==> src/verilog/adcsc_pkg.sv <==
// Package of register map, field positions, reset values and timing counts for the sampling control.
package adcsc_pkg;
    localparam logic [7:0]  ADCSC_OFF_CTRL1    = 8'h00;
    localparam logic [7:0]  ADCSC_OFF_CFG      = 8'h04;
    localparam logic [7:0]  ADCSC_OFF_IRQ_STAT = 8'h08;
    localparam logic [7:0]  ADCSC_OFF_IRQ_MASK = 8'h0C;
    localparam int          ADCSC_BIT_DONE     = 0;
    localparam int          ADCSC_BIT_SAMPLE   = 1;
    localparam int          ADCSC_BIT_AUTO     = 2;
    localparam int          ADCSC_BIT_SIMUL    = 3;
    localparam int          ADCSC_BIT_GROUP    = 4;
    localparam int          ADCSC_POS_SRC      = 5;
    localparam int          ADCSC_BIT_TWELVE   = 0;
    localparam int          ADCSC_POS_CHCNT    = 1;
    localparam int          ADCSC_IRQ_DONE     = 0;
    localparam int          ADCSC_IRQ_TRIG     = 1;
    localparam logic [15:0] ADCSC_RST_CTRL1    = 16'h0000;
    localparam logic [2:0]  ADCSC_RST_CFG      = 3'h0;
    localparam logic [1:0]  ADCSC_RST_IRQ      = 2'h0;
    localparam int          ADCSC_CLK_MHZ      = 250;
    localparam int          ADCSC_CONV_NS      = 240;
    localparam int          ADCSC_AUTO_NS      = 128;
    localparam logic [7:0]  ADCSC_CONV_CYC     = 8'((ADCSC_CONV_NS * ADCSC_CLK_MHZ) / 1000);
    localparam logic [7:0]  ADCSC_AUTO_CYC     = 8'((ADCSC_AUTO_NS * ADCSC_CLK_MHZ) / 1000);
    localparam logic [2:0]  ADCSC_SRC_MANUAL   = 3'h0;
    localparam logic [2:0]  ADCSC_SRC_EXTINT   = 3'h1;
    localparam logic [2:0]  ADCSC_SRC_TMR3     = 3'h2;
    localparam logic [2:0]  ADCSC_SRC_PWMSEV   = 3'h3;
    localparam logic [2:0]  ADCSC_SRC_TMR5     = 3'h4;
    localparam logic [2:0]  ADCSC_SRC_CHARGE   = 3'h6;
    localparam logic [2:0]  ADCSC_SRC_AUTO     = 3'h7;
    localparam logic [1:0]  ADCSC_RESP_OKAY    = 2'h0;
    localparam logic [1:0]  ADCSC_RESP_SLVERR  = 2'h2;
    typedef enum logic [2:0] {
        ADCSC_ST_IDLE   = 3'b001,
        ADCSC_ST_SAMPLE = 3'b010,
        ADCSC_ST_CONV   = 3'b100
    } adcsc_state_e;
endpackage

==> src/verilog/adcsc_top.sv <==
// Sample and conversion start sequencing with AXI4-Lite registers and one interrupt.
//
// Register access over AXI4-Lite and the register offsets were decided locally.
`timescale 1ns/1ps
module adcsc_top
    import adcsc_pkg::*;
(
    input  wire logic        CORE_CLK,
    input  wire logic        RST_N,
    input  wire logic [7:0]  S_AXI_AWADDR,
    input  wire logic        S_AXI_AWVALID,
    output logic             S_AXI_AWREADY,
    input  wire logic [31:0] S_AXI_WDATA,
    input  wire logic [3:0]  S_AXI_WSTRB,
    input  wire logic        S_AXI_WVALID,
    output logic             S_AXI_WREADY,
    output logic [1:0]       S_AXI_BRESP,
    output logic             S_AXI_BVALID,
    input  wire logic        S_AXI_BREADY,
    input  wire logic [7:0]  S_AXI_ARADDR,
    input  wire logic        S_AXI_ARVALID,
    output logic             S_AXI_ARREADY,
    output logic [31:0]      S_AXI_RDATA,
    output logic [1:0]       S_AXI_RRESP,
    output logic             S_AXI_RVALID,
    input  wire logic        S_AXI_RREADY,
    input  wire logic [2:0]  PWM_GEN_TRIG,
    input  wire logic        PWM_SPECIAL_TRIG,
    input  wire logic        THIRD_TIMER_CMP,
    input  wire logic        FIFTH_TIMER_CMP,
    input  wire logic        CHARGE_TIME_EVT,
    input  wire logic        EXT_INT_ZERO,
    input  wire logic        EXT_INT_ZERO_FALL,
    output logic             SAMPLE_HOLD_SAMPLING,
    output logic [3:0]       CHANNEL_SAMPLE_EN,
    output logic             CONV_START,
    output logic             IRQ
);
    ////////////////////////////////////////////////////////////////////////////////
    // Synchronisers for every trigger, since the sources run off other logic or pins.
    logic [8:0] trig_s1_q;
    logic [8:0] trig_s2_q;
    logic [8:0] trig_s3_q;
    wire  [8:0] trig_raw = {EXT_INT_ZERO_FALL, EXT_INT_ZERO, CHARGE_TIME_EVT, FIFTH_TIMER_CMP,
                            THIRD_TIMER_CMP, PWM_SPECIAL_TRIG, PWM_GEN_TRIG};
    always_ff @(posedge CORE_CLK) begin
        if (!RST_N) begin
            trig_s1_q <= 9'h000;
            trig_s2_q <= 9'h000;
            trig_s3_q <= 9'h000;
        end else begin
            trig_s1_q <= trig_raw;
            trig_s2_q <= trig_s1_q;
            trig_s3_q <= trig_s2_q;
        end
    end
    wire [8:0] trig_rise = trig_s2_q & ~trig_s3_q;
    wire [8:0] trig_fall = ~trig_s2_q & trig_s3_q;
    wire       int0_edge = trig_s2_q[8] ? trig_fall[7] : trig_rise[7];

    ////////////////////////////////////////////////////////////////////////////////
    // Control registers.
    logic [2:0]   src_q;
    logic         group_q;
    logic         simul_q;
    logic         auto_q;
    logic         sample_q;
    logic         done_q;
    logic         twelve_q;
    logic [1:0]   chcnt_q;
    logic [1:0]   irq_stat_q;
    logic [1:0]   irq_mask_q;
    adcsc_state_e state_q;
    logic [7:0]   cnt_q;

    ////////////////////////////////////////////////////////////////////////////////
    // AXI4-Lite slave: address and data are caught in either order, one of each at a time.
    logic        aw_have_q;
    logic        w_have_q;
    logic [7:0]  awaddr_q;
    logic [31:0] wdata_q;
    logic [3:0]  wstrb_q;
    wire aw_fire  = S_AXI_AWVALID && S_AXI_AWREADY;
    wire w_fire   = S_AXI_WVALID && S_AXI_WREADY;
    wire wr_go    = aw_have_q && w_have_q && !S_AXI_BVALID;
    wire wr_ctrl  = wr_go && awaddr_q == ADCSC_OFF_CTRL1;
    wire wr_cfg   = wr_go && awaddr_q == ADCSC_OFF_CFG;
    wire wr_stat  = wr_go && awaddr_q == ADCSC_OFF_IRQ_STAT;
    wire wr_mask  = wr_go && awaddr_q == ADCSC_OFF_IRQ_MASK;
    wire wr_hit   = wr_ctrl || wr_cfg || wr_stat || wr_mask;
    wire lo_en    = wstrb_q[0];
    wire simul_ok = !twelve_q && chcnt_q != 2'h0;
    wire simul_rd = simul_q && !twelve_q;
    wire [15:0] ctrl_rd = {8'h00, src_q, group_q, simul_rd, auto_q, sample_q, done_q};
    wire ar_fire  = S_AXI_ARVALID && S_AXI_ARREADY;
    wire rd_hit   = S_AXI_ARADDR == ADCSC_OFF_CTRL1 || S_AXI_ARADDR == ADCSC_OFF_CFG
                 || S_AXI_ARADDR == ADCSC_OFF_IRQ_STAT || S_AXI_ARADDR == ADCSC_OFF_IRQ_MASK;
    wire [31:0] rd_mux =
        (S_AXI_ARADDR == ADCSC_OFF_CTRL1)    ? {16'h0000, ctrl_rd} :
        (S_AXI_ARADDR == ADCSC_OFF_CFG)      ? {29'h0, chcnt_q, twelve_q} :
        (S_AXI_ARADDR == ADCSC_OFF_IRQ_STAT) ? {30'h0, irq_stat_q} :
        (S_AXI_ARADDR == ADCSC_OFF_IRQ_MASK) ? {30'h0, irq_mask_q} : 32'h0000_0000;

    always_ff @(posedge CORE_CLK) begin
        if (!RST_N) begin
            aw_have_q     <= 1'b0;
            w_have_q      <= 1'b0;
            awaddr_q      <= 8'h00;
            wdata_q       <= 32'h0000_0000;
            wstrb_q       <= 4'h0;
            S_AXI_AWREADY <= 1'b1;
            S_AXI_WREADY  <= 1'b1;
            S_AXI_BVALID  <= 1'b0;
            S_AXI_BRESP   <= ADCSC_RESP_OKAY;
            S_AXI_ARREADY <= 1'b1;
            S_AXI_RVALID  <= 1'b0;
            S_AXI_RDATA   <= 32'h0000_0000;
            S_AXI_RRESP   <= ADCSC_RESP_OKAY;
        end else begin
            if (aw_fire) begin
                aw_have_q     <= 1'b1;
                awaddr_q      <= S_AXI_AWADDR;
                S_AXI_AWREADY <= 1'b0;
            end
            if (w_fire) begin
                w_have_q     <= 1'b1;
                wdata_q      <= S_AXI_WDATA;
                wstrb_q      <= S_AXI_WSTRB;
                S_AXI_WREADY <= 1'b0;
            end
            if (wr_go) begin
                aw_have_q    <= 1'b0;
                w_have_q     <= 1'b0;
                S_AXI_BVALID <= 1'b1;
                S_AXI_BRESP  <= wr_hit ? ADCSC_RESP_OKAY : ADCSC_RESP_SLVERR;
            end
            if (S_AXI_BVALID && S_AXI_BREADY) begin
                S_AXI_BVALID  <= 1'b0;
                S_AXI_AWREADY <= 1'b1;
                S_AXI_WREADY  <= 1'b1;
            end
            if (ar_fire) begin
                S_AXI_ARREADY <= 1'b0;
                S_AXI_RVALID  <= 1'b1;
                S_AXI_RDATA   <= rd_mux;
                S_AXI_RRESP   <= rd_hit ? ADCSC_RESP_OKAY : ADCSC_RESP_SLVERR;
            end
            if (S_AXI_RVALID && S_AXI_RREADY) begin
                S_AXI_RVALID  <= 1'b0;
                S_AXI_ARREADY <= 1'b1;
            end
        end
    end

    ////////////////////////////////////////////////////////////////////////////////
    // Trigger selection; reserved codes select nothing and so never end sampling.
    logic trig_sel;
    always_comb begin
        trig_sel = 1'b0;
        if (group_q) begin
            case (src_q)
                3'h0:    trig_sel = trig_rise[0];
                3'h1:    trig_sel = trig_rise[1];
                3'h2:    trig_sel = trig_rise[2];
                default: trig_sel = 1'b0;
            endcase
        end else begin
            case (src_q)
                ADCSC_SRC_AUTO:   trig_sel = cnt_q == 8'h00;
                ADCSC_SRC_CHARGE: trig_sel = trig_rise[6];
                ADCSC_SRC_TMR5:   trig_sel = trig_rise[5];
                ADCSC_SRC_TMR3:   trig_sel = trig_rise[4];
                ADCSC_SRC_PWMSEV: trig_sel = trig_rise[3];
                ADCSC_SRC_EXTINT: trig_sel = int0_edge;
                default:          trig_sel = 1'b0;
            endcase
        end
    end

    wire manual     = !group_q && src_q == ADCSC_SRC_MANUAL;
    wire sw_sample_enable_bit_1  = wr_ctrl && lo_en && wdata_q[ADCSC_BIT_SAMPLE];
    wire sw_sample_enable_bit_0  = wr_ctrl && lo_en && !wdata_q[ADCSC_BIT_SAMPLE];
    wire sampling   = state_q == ADCSC_ST_SAMPLE;
    wire hold_go    = sampling && (manual ? sw_sample_enable_bit_0 : trig_sel);
    wire conv_end   = state_q == ADCSC_ST_CONV && cnt_q == 8'h00;
    wire start_sample_enable_bit = (state_q == ADCSC_ST_IDLE && sw_sample_enable_bit_1 && !auto_q)
                   || (conv_end && auto_q);

    ////////////////////////////////////////////////////////////////////////////////
    // Sequencer and control register updates.
    always_ff @(posedge CORE_CLK) begin
        if (!RST_N) begin
            state_q    <= ADCSC_ST_IDLE;
            cnt_q      <= 8'h00;
            {src_q, group_q, simul_q, auto_q} <= ADCSC_RST_CTRL1[7:2];
            sample_q   <= 1'b0;
            done_q     <= 1'b0;
            {chcnt_q, twelve_q} <= ADCSC_RST_CFG;
            irq_stat_q <= ADCSC_RST_IRQ;
            irq_mask_q <= ADCSC_RST_IRQ;
            CONV_START <= 1'b0;
        end else begin
            if (wr_ctrl && lo_en) begin
                src_q   <= wdata_q[ADCSC_POS_SRC +: 3];
                group_q <= wdata_q[ADCSC_BIT_GROUP];
                simul_q <= wdata_q[ADCSC_BIT_SIMUL];
                auto_q  <= wdata_q[ADCSC_BIT_AUTO];
            end
            if (wr_cfg && lo_en) begin
                twelve_q <= wdata_q[ADCSC_BIT_TWELVE];
                chcnt_q  <= wdata_q[ADCSC_POS_CHCNT +: 2];
            end
            if (wr_mask && lo_en) begin
                irq_mask_q <= wdata_q[1:0];
            end
            CONV_START <= hold_go;
            case (state_q)
                ADCSC_ST_IDLE: begin
                    if (start_sample_enable_bit) begin
                        state_q  <= ADCSC_ST_SAMPLE;
                        sample_q <= 1'b1;
                        cnt_q    <= ADCSC_AUTO_CYC;
                    end
                end
                ADCSC_ST_SAMPLE: begin
                    if (cnt_q != 8'h00) begin
                        cnt_q <= cnt_q - 8'h01;
                    end
                    if (hold_go) begin
                        state_q  <= ADCSC_ST_CONV;
                        sample_q <= 1'b0;
                        cnt_q    <= ADCSC_CONV_CYC;
                    end
                end
                ADCSC_ST_CONV: begin
                    if (conv_end) begin
                        state_q  <= auto_q ? ADCSC_ST_SAMPLE : ADCSC_ST_IDLE;
                        sample_q <= auto_q;
                        cnt_q    <= ADCSC_AUTO_CYC;
                    end else begin
                        cnt_q <= cnt_q - 8'h01;
                    end
                end
                default: begin
                    state_q <= ADCSC_ST_IDLE;
                end
            endcase
            // Completion sets done and beats a simultaneous software clear.
            if (hold_go) begin
                done_q <= 1'b0;
            end else if (conv_end) begin
                done_q <= 1'b1;
            end else if (wr_ctrl && lo_en && !wdata_q[ADCSC_BIT_DONE]) begin
                done_q <= 1'b0;
            end
            irq_stat_q <= (irq_stat_q & ~((wr_stat && lo_en) ? wdata_q[1:0] : 2'h0))
                        | {hold_go, conv_end};
        end
    end

    ////////////////////////////////////////////////////////////////////////////////
    // Outputs, all registered.
    wire [3:0] ch_en_d = !sampling ? 4'h0 :
                         (!simul_ok || !simul_q) ? 4'h1 :
                         chcnt_q[1] ? 4'hF : 4'h3;
    always_ff @(posedge CORE_CLK) begin
        if (!RST_N) begin
            SAMPLE_HOLD_SAMPLING <= 1'b0;
            CHANNEL_SAMPLE_EN    <= 4'h0;
            IRQ                  <= 1'b0;
        end else begin
            SAMPLE_HOLD_SAMPLING <= sampling;
            CHANNEL_SAMPLE_EN    <= ch_en_d;
            IRQ                  <= |(irq_stat_q & irq_mask_q);
        end
    end

    ////////////////////////////////////////////////////////////////////////////////
    // Checks.
    a_done_on_end: assert property (@(posedge CORE_CLK) disable iff (!RST_N)
        conv_end |=> done_q) else $error("done not set at conversion end");
    a_done_clr_start: assert property (@(posedge CORE_CLK) disable iff (!RST_N)
        hold_go |=> !done_q) else $error("done not cleared at conversion start");
    a_hw_clear_sample: assert property (@(posedge CORE_CLK) disable iff (!RST_N)
        (sampling && !manual && trig_sel) |=> !sample_q ##1 !SAMPLE_HOLD_SAMPLING)
        else $error("sample bit not cleared by trigger");
    a_manual_sw_end: assert property (@(posedge CORE_CLK) disable iff (!RST_N)
        (sampling && manual && sw_sample_enable_bit_0) |=> CONV_START) else $error("manual end missed");
    a_auto_restart: assert property (@(posedge CORE_CLK) disable iff (!RST_N)
        (conv_end && auto_q) |=> sample_q) else $error("auto-sample did not restart");
    a_no_auto_idle: assert property (@(posedge CORE_CLK) disable iff (!RST_N)
        (state_q == ADCSC_ST_IDLE && !sw_sample_enable_bit_1) |=> !sample_q)
        else $error("sampling began without software");
    a_reserved_hold: assert property (@(posedge CORE_CLK) disable iff (!RST_N)
        (sampling && group_q && src_q > 3'h2) |=> sampling) else $error("reserved code fired");
    a_twelve_simul: assert property (@(posedge CORE_CLK) disable iff (!RST_N)
        twelve_q |-> !ctrl_rd[ADCSC_BIT_SIMUL]) else $error("simultaneous bit visible");
    a_simul_four: assert property (@(posedge CORE_CLK) disable iff (!RST_N)
        (sampling && simul_q && !twelve_q && chcnt_q[1]) |=> CHANNEL_SAMPLE_EN == 4'hF)
        else $error("four channels not sampled together");
    a_sample_state: assert property (@(posedge CORE_CLK) disable iff (!RST_N)
        sample_q == sampling) else $error("sample bit disagrees with state");
    c_manual_conv: cover property (@(posedge CORE_CLK) disable iff (!RST_N)
        sampling && manual ##1 CONV_START);
    c_auto_loop: cover property (@(posedge CORE_CLK) disable iff (!RST_N)
        conv_end && auto_q);
    c_pwm_trig: cover property (@(posedge CORE_CLK) disable iff (!RST_N)
        hold_go && group_q);
    c_irq: cover property (@(posedge CORE_CLK) disable iff (!RST_N) IRQ);
endmodule

==> config.mk <==
export PLATFORM = sky130hd
export DESIGN_NAME = adcsc_top
export DESIGN_NICKNAME = d
export VERILOG_FILES = /design/src/verilog/adcsc_pkg.sv /design/src/verilog/adcsc_top.sv
export SDC_FILE = /design/constraint.sdc
export NUM_CORES = 1
export LEC_CHECK = 0
export BUFFER_PORTS_ARGS = -buffer_cell sky130_fd_sc_hd__clkbuf_2
export CELL_PAD_IN_SITES_DETAIL_PLACEMENT = 1
export CELL_PAD_IN_SITES_GLOBAL_PLACEMENT = 2
export CORE_UTILIZATION = 33
export CTS_BUF_LIST = sky130_fd_sc_hd__clkbuf_2
export CTS_CLUSTER_DIAMETER = 80
export DETAILED_ROUTE_END_ITERATION = 6
export PLACE_DENSITY_LB_ADDON = 0.1
export SYNTH_ARGS = -nofsm -noshare
export SYNTH_HDL_FRONTEND = slang
export SYNTH_SLANG_ARGS = --single-unit
==> constraint.sdc <==
create_clock -name CORE_CLK -period 4.39 [get_ports CORE_CLK]
set_clock_uncertainty 0.05 [all_clocks]
set_input_delay 1.317 -clock CORE_CLK [delete_from_list [all_inputs] [get_ports CORE_CLK]]
set_output_delay 1.317 -clock CORE_CLK [all_outputs]
set_load 0.1 [all_outputs]
## Word level (Yosys, flattened, before mapping)

Cells that the tools add are included.

- $add $sub $neg: 1
- Equality and inequality tests: 19
- Multiplexer cells: 30
- Bitwise logic cells: 10
- Reductions and logical operators: 60

Operators with widths:

| operator | count |
|---|---|
| 8-bit two-way mux | 5 |
| 8-bit by 4-bit == test with 1-bit output (second input constant) | 4 |
| 1-bit logical AND | 26 |
| 8-bit zero test | 3 |
| 8-bit one-hot mux with 3 select lines | 1 |
| 8-bit bitwise AND | 2 |
| 8-bit by 3-bit == test with 1-bit output (second input constant) | 2 |
| 8-bit inverter | 2 |
| 3-bit == test (second input constant) | 4 |
| 2-bit two-way mux | 6 |
| 3-bit two-way mux | 4 |
| 2-bit OR reduction | 5 |
| 3-bit by 2-bit == test with 1-bit output (second input constant) | 3 |
| 1-bit two-way mux | 9 |
| 3-bit one-hot mux with 3 select lines | 1 |
| 1-bit zero test | 8 |
| 1-bit logical OR | 8 |
| 8-bit nonzero test | 1 |
| 8-bit by 1-bit subtractor with 8-bit output (second input constant) | 1 |
| 3-bit by 1-bit == test with 1-bit output (second input constant) | 2 |
| 1-bit one-hot mux with 3 select lines | 2 |
| 1-bit one-hot mux with 6 select lines | 1 |
| 3-bit AND reduction | 2 |
| 2-bit bitwise AND | 2 |
| 13 further kinds | 16 |

- Register bits after elaboration: 119
- Input port bits: 68
- Output and inout bits: 48
- Word-level logic and storage cells: 153

## Longest topological paths before layout

Gate-level depths: netlist (run 1).

- Depth in word-level cells: 10
- Mapped depth: 9

## Worst setup path before layout (run 1)

Ideal clock, no wire load.

- Path type: input to register
- Start point: input port S_AXI_ARADDR[1]
- End point: register S_AXI_RDATA[3]
- Library setup time: 0.072 ns
- Data arrival time: 2.697 ns
- Slack: 1.571 ns
- Cell stages on the path: 5
- Cell sequence: or4_1 > or4_1 > nor2_1 > o21ai_0 > a21oi_1

- Cells in the longest elaborated chain, start to end: 2

RTL lines:

| what | line | source |
|---|---|---|
| start: declaration | adcsc_top.sv:20 | `input wire logic [7:0] S_AXI_ARADDR,` |
| 8-bit zero test | adcsc_top.sv:99 | `(S_AXI_ARADDR == ADCSC_OFF_CTRL1) ? {16'h0000, ctrl_rd} :` |
| 8-bit two-way mux | adcsc_top.sv:99 |  |
| end signal: assignment | adcsc_top.sv:145 | `S_AXI_RDATA <= rd_mux;` |
| end: declaration | adcsc_top.sv:23 | `output logic [31:0] S_AXI_RDATA,` |

No other way between the ends.
A chain may end at the register's enable or synchronous reset.

## Worst setup path after layout (run 1)

- Start point: register S_AXI_AWREADY
- End point: output port S_AXI_AWREADY

RTL lines:

| what | line | source |
|---|---|---|
| start: declaration | adcsc_top.sv:12 | `output logic S_AXI_AWREADY,` |
| start signal: assignment | adcsc_top.sv:111 | `S_AXI_AWREADY <= 1'b1;` |
| start signal: assignment | adcsc_top.sv:123 | `S_AXI_AWREADY <= 1'b0;` |
| start signal: assignment | adcsc_top.sv:139 | `S_AXI_AWREADY <= 1'b1;` |

No word-level cell between the ends.

==> flow_summary.ini, run 1 <==
[synth]
synth_edf_count = 0
synth-seq-area-share_pct = 47.6
yosysWarningCount = 0
ys_seq_elements = 92
synthFlopType = dfxtp_1
syn_area_um2 = 3870
avgSynthCellArea_um2 = 8.89
async_flop_share_pct = 0
synth_cell_types = 62
synth_cells = 435

[clocking]
cts_hold_buf = 0
cts_root_buffer = clkbuf_2
clockBufferDepth = 2
clk_latency_ns = 0.60
cts_resized = 0
cts_tree = built
cts-buffers-inserted = 9
path_clk_slew_ns = 0.25
postCtsSetupRepairBufs = 0
clock-sinks = 92
cts.htree.levels = 3

[die]
rows = 39
ioPinCount = 116
die_h_um = 110
fp.dieW_um = 110
core_um2 = 11400
start_util_pct = 33.9
die_area_um2 = 12200

[timing]
timing.final.max_slew_violations = 0
rsz0062_at_grt = no
maxSlewHeadroom_pct = 34.3
final-setup-viol-count = 0
tns_ns = 0
worst_pin_slew_ns = 0.977
fin_crit_sh_pct = 71.0
fmax_ghz = 0.321
finalCriticalPeriod_ns = 3.12
setup_ws_ns = 1.27
hold_violations = 0

[drt]
via_per_inst = 4.84
routed_wl_um = 8960
drt_iter0_markers = 90
drtAntennaViolNets = 0
wl_per_cell_um = 14.0
drc_errors = 0
vias = 3094
drtPass1Iterations = 4

[critical_path]
worst_ep_arrival_time_ns = 1.75
path_buf_inv = 1
crit_path_start = S_AXI_AWREADY
path_class = reg2out
r2r-start = cnt_q[0]
crit_required_ns = 3.02
worstSetupStartpointType = register
crit_chain = clkbuf_2
crit_family = flip-flops
crit_path_max_incr_delay_ns = 0.63
endpoint_kind = output port
crit_fanout = 12
slowest_stage = dfxtp_1

[power]
ir_drop_v = 0.000158
totalPowerFinal_mw = 1.53
powerDensity_nw_per_um2 = 356
leakagePower_nw = 1.86

[hold_path]
worstHoldStart = trig_s1_q[7]
hold_path.class = reg2reg

[finish]
drive_gt1_share_pct = 19.2
fin_nets = 560
final_common_cell = dfxtp_1
layout_common_cells = dfxtp_1, clkbuf_2, nand2_1
area_delta_synth_final_pct = 11.6
num_antenna_cells = 0
final_cell_area_um2 = 4320

[place]
place_hpwl_um = 6540
post_dp_cell_area_um2 = 4200
dp_slack_ns = 1.20
finalWeightedCongestion = 0.737
io_buffer_count = 62

[grt]
grt_pass1_vias = 3021
track_usage_pct = 16.0
grt_max_degree = 41
grt_pass1_wl_um = 14600
grt_overflow = 0
antenna_found_initial = 0

[run]
max_cap_viol_count = 0

[outcome]
status = complete, no violations
-- stage by stage --
stage / hold WS (ns) / instances / util [%]
global placement: 0.363 / 623 / 36.7
CTS: 0.423 / 639 / 37.8
detailed placement: 0.370 / 623 / 36.7
global route: 0.433 / 639 / 37.8
floorplan: 0.362 / 460 / -
finish: 0.420 / 639 / 37.8
-- Yosys cell counts, types with 2 or more instances --
| cell type | instances | area [um2] |
|---|---|---|
| nand2b_1 | 5 | 31.3 |
| or4_1 | 3 | 22.5 |
| o21ai_0 | 10 | 50.1 |
| dfxtp_1 | 92 | 1840 |
| and2_1 | 29 | 181 |
| nand2_1 | 56 | 210 |
| or3_1 | 3 | 18.8 |
| o211a_1 | 3 | 30.0 |
| inv_1 | 7 | 26.3 |
| mux2i_1 | 11 | 110 |
| o31ai_1 | 2 | 15.0 |
| a22oi_1 | 4 | 30.0 |
| nand3b_1 | 4 | 30.0 |
| a21o_1 | 3 | 22.5 |
| nor2_1 | 38 | 143 |
| a221o_1 | 2 | 20.0 |
| nor2b_1 | 3 | 18.8 |
| a31oi_1 | 2 | 12.5 |
| nor3b_1 | 4 | 30.0 |
| buf_1 | 4 | 15.0 |
| a21boi_0 | 2 | 15.0 |
| or2_2 | 2 | 12.5 |
| nand4b_1 | 3 | 26.3 |
| nor4_1 | 3 | 18.8 |
| nor4bb_1 | 2 | 20.0 |
| o211ai_1 | 2 | 15.0 |
| buf_4 | 27 | 203 |
| nor3_1 | 7 | 35.0 |
| clkbuf_1 | 13 | 48.8 |
| a21oi_1 | 39 | 195 |
| nand3_1 | 16 | 80.1 |
| o311a_1 | 2 | 20.0 |
| mux2_2 | 3 | 33.8 |
-- final timing paths --
| check | endpoint | slack, ns | cells past startpoint |
|---|---|---|---|
| hold / removal | trig_s2_q[7] | 0.42 | 1 |
| setup / recovery | S_AXI_AWREADY | 1.27 | 1 |
| hold reg to reg | trig_s2_q[7] | 0.42 | 1 |
| setup reg to reg | cnt_q[7] | 1.63 | 8 |
-- report_power, final --
part / internal, mW / switching [mW] / leakage (nW)
combinational: 0.0381 / 0.176 / 1.04
sequential: 0.862 / 0.0165 / 0.750
clock: 0.134 / 0.307 / 0.0666
-- area by class of cell --
class                   count  area [um2]
well taps                 143         179
inverters                   8        30.0
flip-flops and latches     92        1840
fillers                  1402        7100
clock inverters             7        75.1
repair buffers             65         333
clock buffers               9        45.0
multi-input cells         315        1810
-- metal layers --
| metal | up-vias | wire, um | GRT usage [%] |
|---|---|---|---|
| met2 | 72 | 4050 | 25.6 |
| met3 | 11 | 377 | 3.06 |
| li1 | 1565 | - | - |
| met1 | 1446 | 4360 | 20.5 |
| met4 | 0 | 174 | 7.89 |
| met5 | - | 0 | 0 |
-- registers in the layout, indices dropped and copies added, names as in the netlist, 2 cells and up --
register / count
awaddr_q: 8
irq_stat_q: 2
state_q: 3
CHANNEL_SAMPLE_EN: 3
S_AXI_RDATA: 8
chcnt_q: 2
irq_mask_q: 2
trig_s2_q: 9
trig_s1_q: 9
cnt_q: 8
trig_s3_q: 8
wdata_q: 8
src_q: 3
-- kinds of logic (layout without fill, tap and decap cells) --
kind of cell               after synthesis  in the layout  synth area share (%)
DFF                                     92             92                  47.6
buffers and inverters                   53             89                  7.96
muxes                                   14             14                  3.72
AOI/OAI and AO/OA                       83             83                  14.4
xor gates and xnor gates                 1              1                 0.227
and+or+nand+nor                        190            190                  25.6
other                                    1             26                0.0970
adders and majority gates                1              1                 0.323
Power figures use the tool's default switching activity.
==> run 2, diff against run 1 <==
--- a/config.mk
+++ b/config.mk
@@ -5,10 +5,11 @@
 export SDC_FILE = /design/constraint.sdc
 export NUM_CORES = 1
 export LEC_CHECK = 0
+export ABC_AREA = 1
 export BUFFER_PORTS_ARGS = -buffer_cell sky130_fd_sc_hd__clkbuf_2
 export CELL_PAD_IN_SITES_DETAIL_PLACEMENT = 1
 export CELL_PAD_IN_SITES_GLOBAL_PLACEMENT = 2
-export CORE_UTILIZATION = 33
+export CORE_UTILIZATION = 27
 export CTS_BUF_LIST = sky130_fd_sc_hd__clkbuf_2
 export CTS_CLUSTER_DIAMETER = 80
 export DETAILED_ROUTE_END_ITERATION = 6
==> constraint.sdc (replaced) <==
create_clock -name CORE_CLK -period 2.8 [get_ports CORE_CLK]
set_clock_uncertainty 0.05 [all_clocks]
set_input_delay 0.84 -clock CORE_CLK [delete_from_list [all_inputs] [get_ports CORE_CLK]]
set_output_delay 0.84 -clock CORE_CLK [all_outputs]
set_load 0.1 [all_outputs]
==> flow_summary.ini, run 2 <==
[timing]
fmax_ghz = 0.422
tns_ns = 0
final-setup-viol-count = 0
timing.final.max_slew_violations = 0
hold_ws_ns = 0.361
hold_violations = 0
setup_ws_ns = 0.431
maxSlewHeadroom_pct = 63.8
finalCriticalPeriod_ns = 2.37
rsz0062_at_grt = no
fin_crit_sh_pct = 84.6
worst_pin_slew_ns = 0.546

[place]
dp_slack_ns = 0.704
dp_cells = 759
finalWeightedCongestion = 0.743
io_buffer_count = 62
place_hpwl_um = 7390

[critical_path]
path_buf_inv = 1
endpoint_kind = output port
crit_required_ns = 1.91
path_class = reg2out
worstSetupStartpointType = register
slowest_stage = clkbuf_2
crit_path_max_incr_delay_ns = 0.47
crit_fanout = 3
crit_family = buffers and inverters
worst_ep_arrival_time_ns = 1.48
crit_chain = clkbuf_2

[finish]
area_delta_synth_final_pct = 13.0
nFillCells = 1810
stdcell_count = 776
fin_nets = 655
final_common_cell = dfxtp_1
drive_gt1_share_pct = 22.5
reg.largest.list = trig_s1_q (9), trig_s2_q (9)
final_util_pct = 31.3
layout_common_cells = dfxtp_1, nand2_1, clkbuf_2

[power]
ir_drop_v = 0.000181
powerDensity_nw_per_um2 = 536
leakagePower_nw = 2.11

[synth]
synth.most_common_cell = dfxtp_1
synth_cell_types = 41
syn_area_um2 = 4040
synth-seq-area-share_pct = 45.6
async_flop_share_pct = 0
avgSynthCellArea_um2 = 7.74
synth_top_area_share_pct = 45.6
synth_cells = 522
synthFlopType = dfxtp_1
ys_top_cells_by_count = dfxtp_1, nand2_1, inv_1
yosys.area.top_type = dfxtp_1
synth_area_leaders = dfxtp_1, nand2_1, inv_1
synth_edf_count = 0
ys_seq_elements = 92
yosysWarningCount = 0

[die]
ioPinCount = 116
die_h_um = 124
core_um2 = 14600
start_util_pct = 27.7
die_area_um2 = 15500
fp.dieW_um = 124
rows = 44

[clocking]
cts_tree = built
postCtsSetupRepairBufs = 0
clock-sinks = 92
path_clk_slew_ns = 0.28
cts_resized = 0
cts_hold_buf = 0
clockBufferDepth = 2
cts_root_buffer = clkbuf_2
cts.htree.levels = 3
clk_latency_ns = 0.59
cts-buffers-inserted = 9

[outcome]
status = complete, no violations

[grt]
grt_overflow = 0
use_met1_pct = 17.2
gr-usage-met3_pct = 2.62
antenna_found_initial = 1
grt_pass1_vias = 3444
track_usage_pct = 13.8
use_met2_pct = 22.9
grt_max_degree = 66
grt_pass1_wl_um = 16900
top_usage_layer = met2

[drt]
drtAntennaViolNets = 0
vias = 3363
via_per_inst = 4.33
drt_iter0_markers = 99
drc_errors = 0
drtPass1Iterations = 4
routed_wl_um = 9920
wl_per_cell_um = 12.8

[hold_path]
hold_path.class = in2reg

[run]
max_cap_viol_count = 0
-- run 2: changes by cell type after synthesis, moves of 13 or more --
cell and change:
inv_1 +60, and2_1 -29, o21ai_0 +29, nand2_1 +28, nor2_1 +24, nand2_2 +13
-- run 2: path summary, 6_finish.rpt --
kind | end | cells after the start | startpoint | slack (ns)
max reg2reg | cnt_q[3] | 12 | cnt_q[0] | 0.74
max | S_AXI_RVALID | 1 | S_AXI_RVALID | 0.43
min reg2reg | trig_s2_q[2] | 2 | trig_s1_q[2] | 0.39
min | trig_s1_q[4] | 3 | THIRD_TIMER_CMP | 0.36
-- run 2: power by group --
group	total (mW)	internal, mW	switching (mW)
clock	0.604	0.121	0.483
combinational	0.442	0.0749	0.367
sequential	1.40	1.37	0.0326
-- run 2: worst register-to-register path, cell delays in order (launching register included) --
cell and delay (ns):
dfxtp_1 0.36, inv_1 0.15, ha_1 0.25, nand2_2 0.10, nor2_4 0.18, a21oi_1 0.10
nand3_2 0.10, nand2_4 0.09, nand2_2 0.08, nand2_1 0.21, o21ai_1 0.19, nand2_2 0.07
a21oi_2 0.10
-- run 2: stage by stage --
| stage | power (mW) | area, um2 |
|---|---|---|
| after global routing | 2.59 | 4570 |
| after floorplan | 1.81 | 4130 |
| final | 2.45 | 4570 |
| after detailed placement | 1.87 | 4470 |
| after global placement | 1.87 | 4470 |
| after CTS | 2.49 | 4560 |
-- run 2: cell type report --
class	count	area [um2]	share of cell area, %
antenna	1	2.50	0.0548
multi-input combinational	341	1750	38.3
sequential	92	1840	40.3
timing repair buffer	68	368	8.06
inverter	74	283	6.19
clock inverter	7	48.8	1.07
clock buffer	9	45.0	0.987
tap	184	230	5.04
-- run 2: kinds of logic (layout without fill, tap and decap cells) --
family	Yosys count	after routing	share of synthesized area (%)
adders and majority gates	1	1	0.310
other	1	27	0.0928
buffers and inverters	114	158	13.5
xor gates and xnor gates	5	5	1.08
AOI/OAI and AO/OA	93	93	13.4
DFF	92	92	45.6
and+or+nand+nor	216	216	26.1
-- run 2: routing by layer --
layer	wire, um	part of all wire [%]	vias to the layer above
met5	0	0	-
met4	189	1.9	0
met3	350	3.5	13
met2	4600	46	72
met1	4780	48	1544
li1	-	-	1734
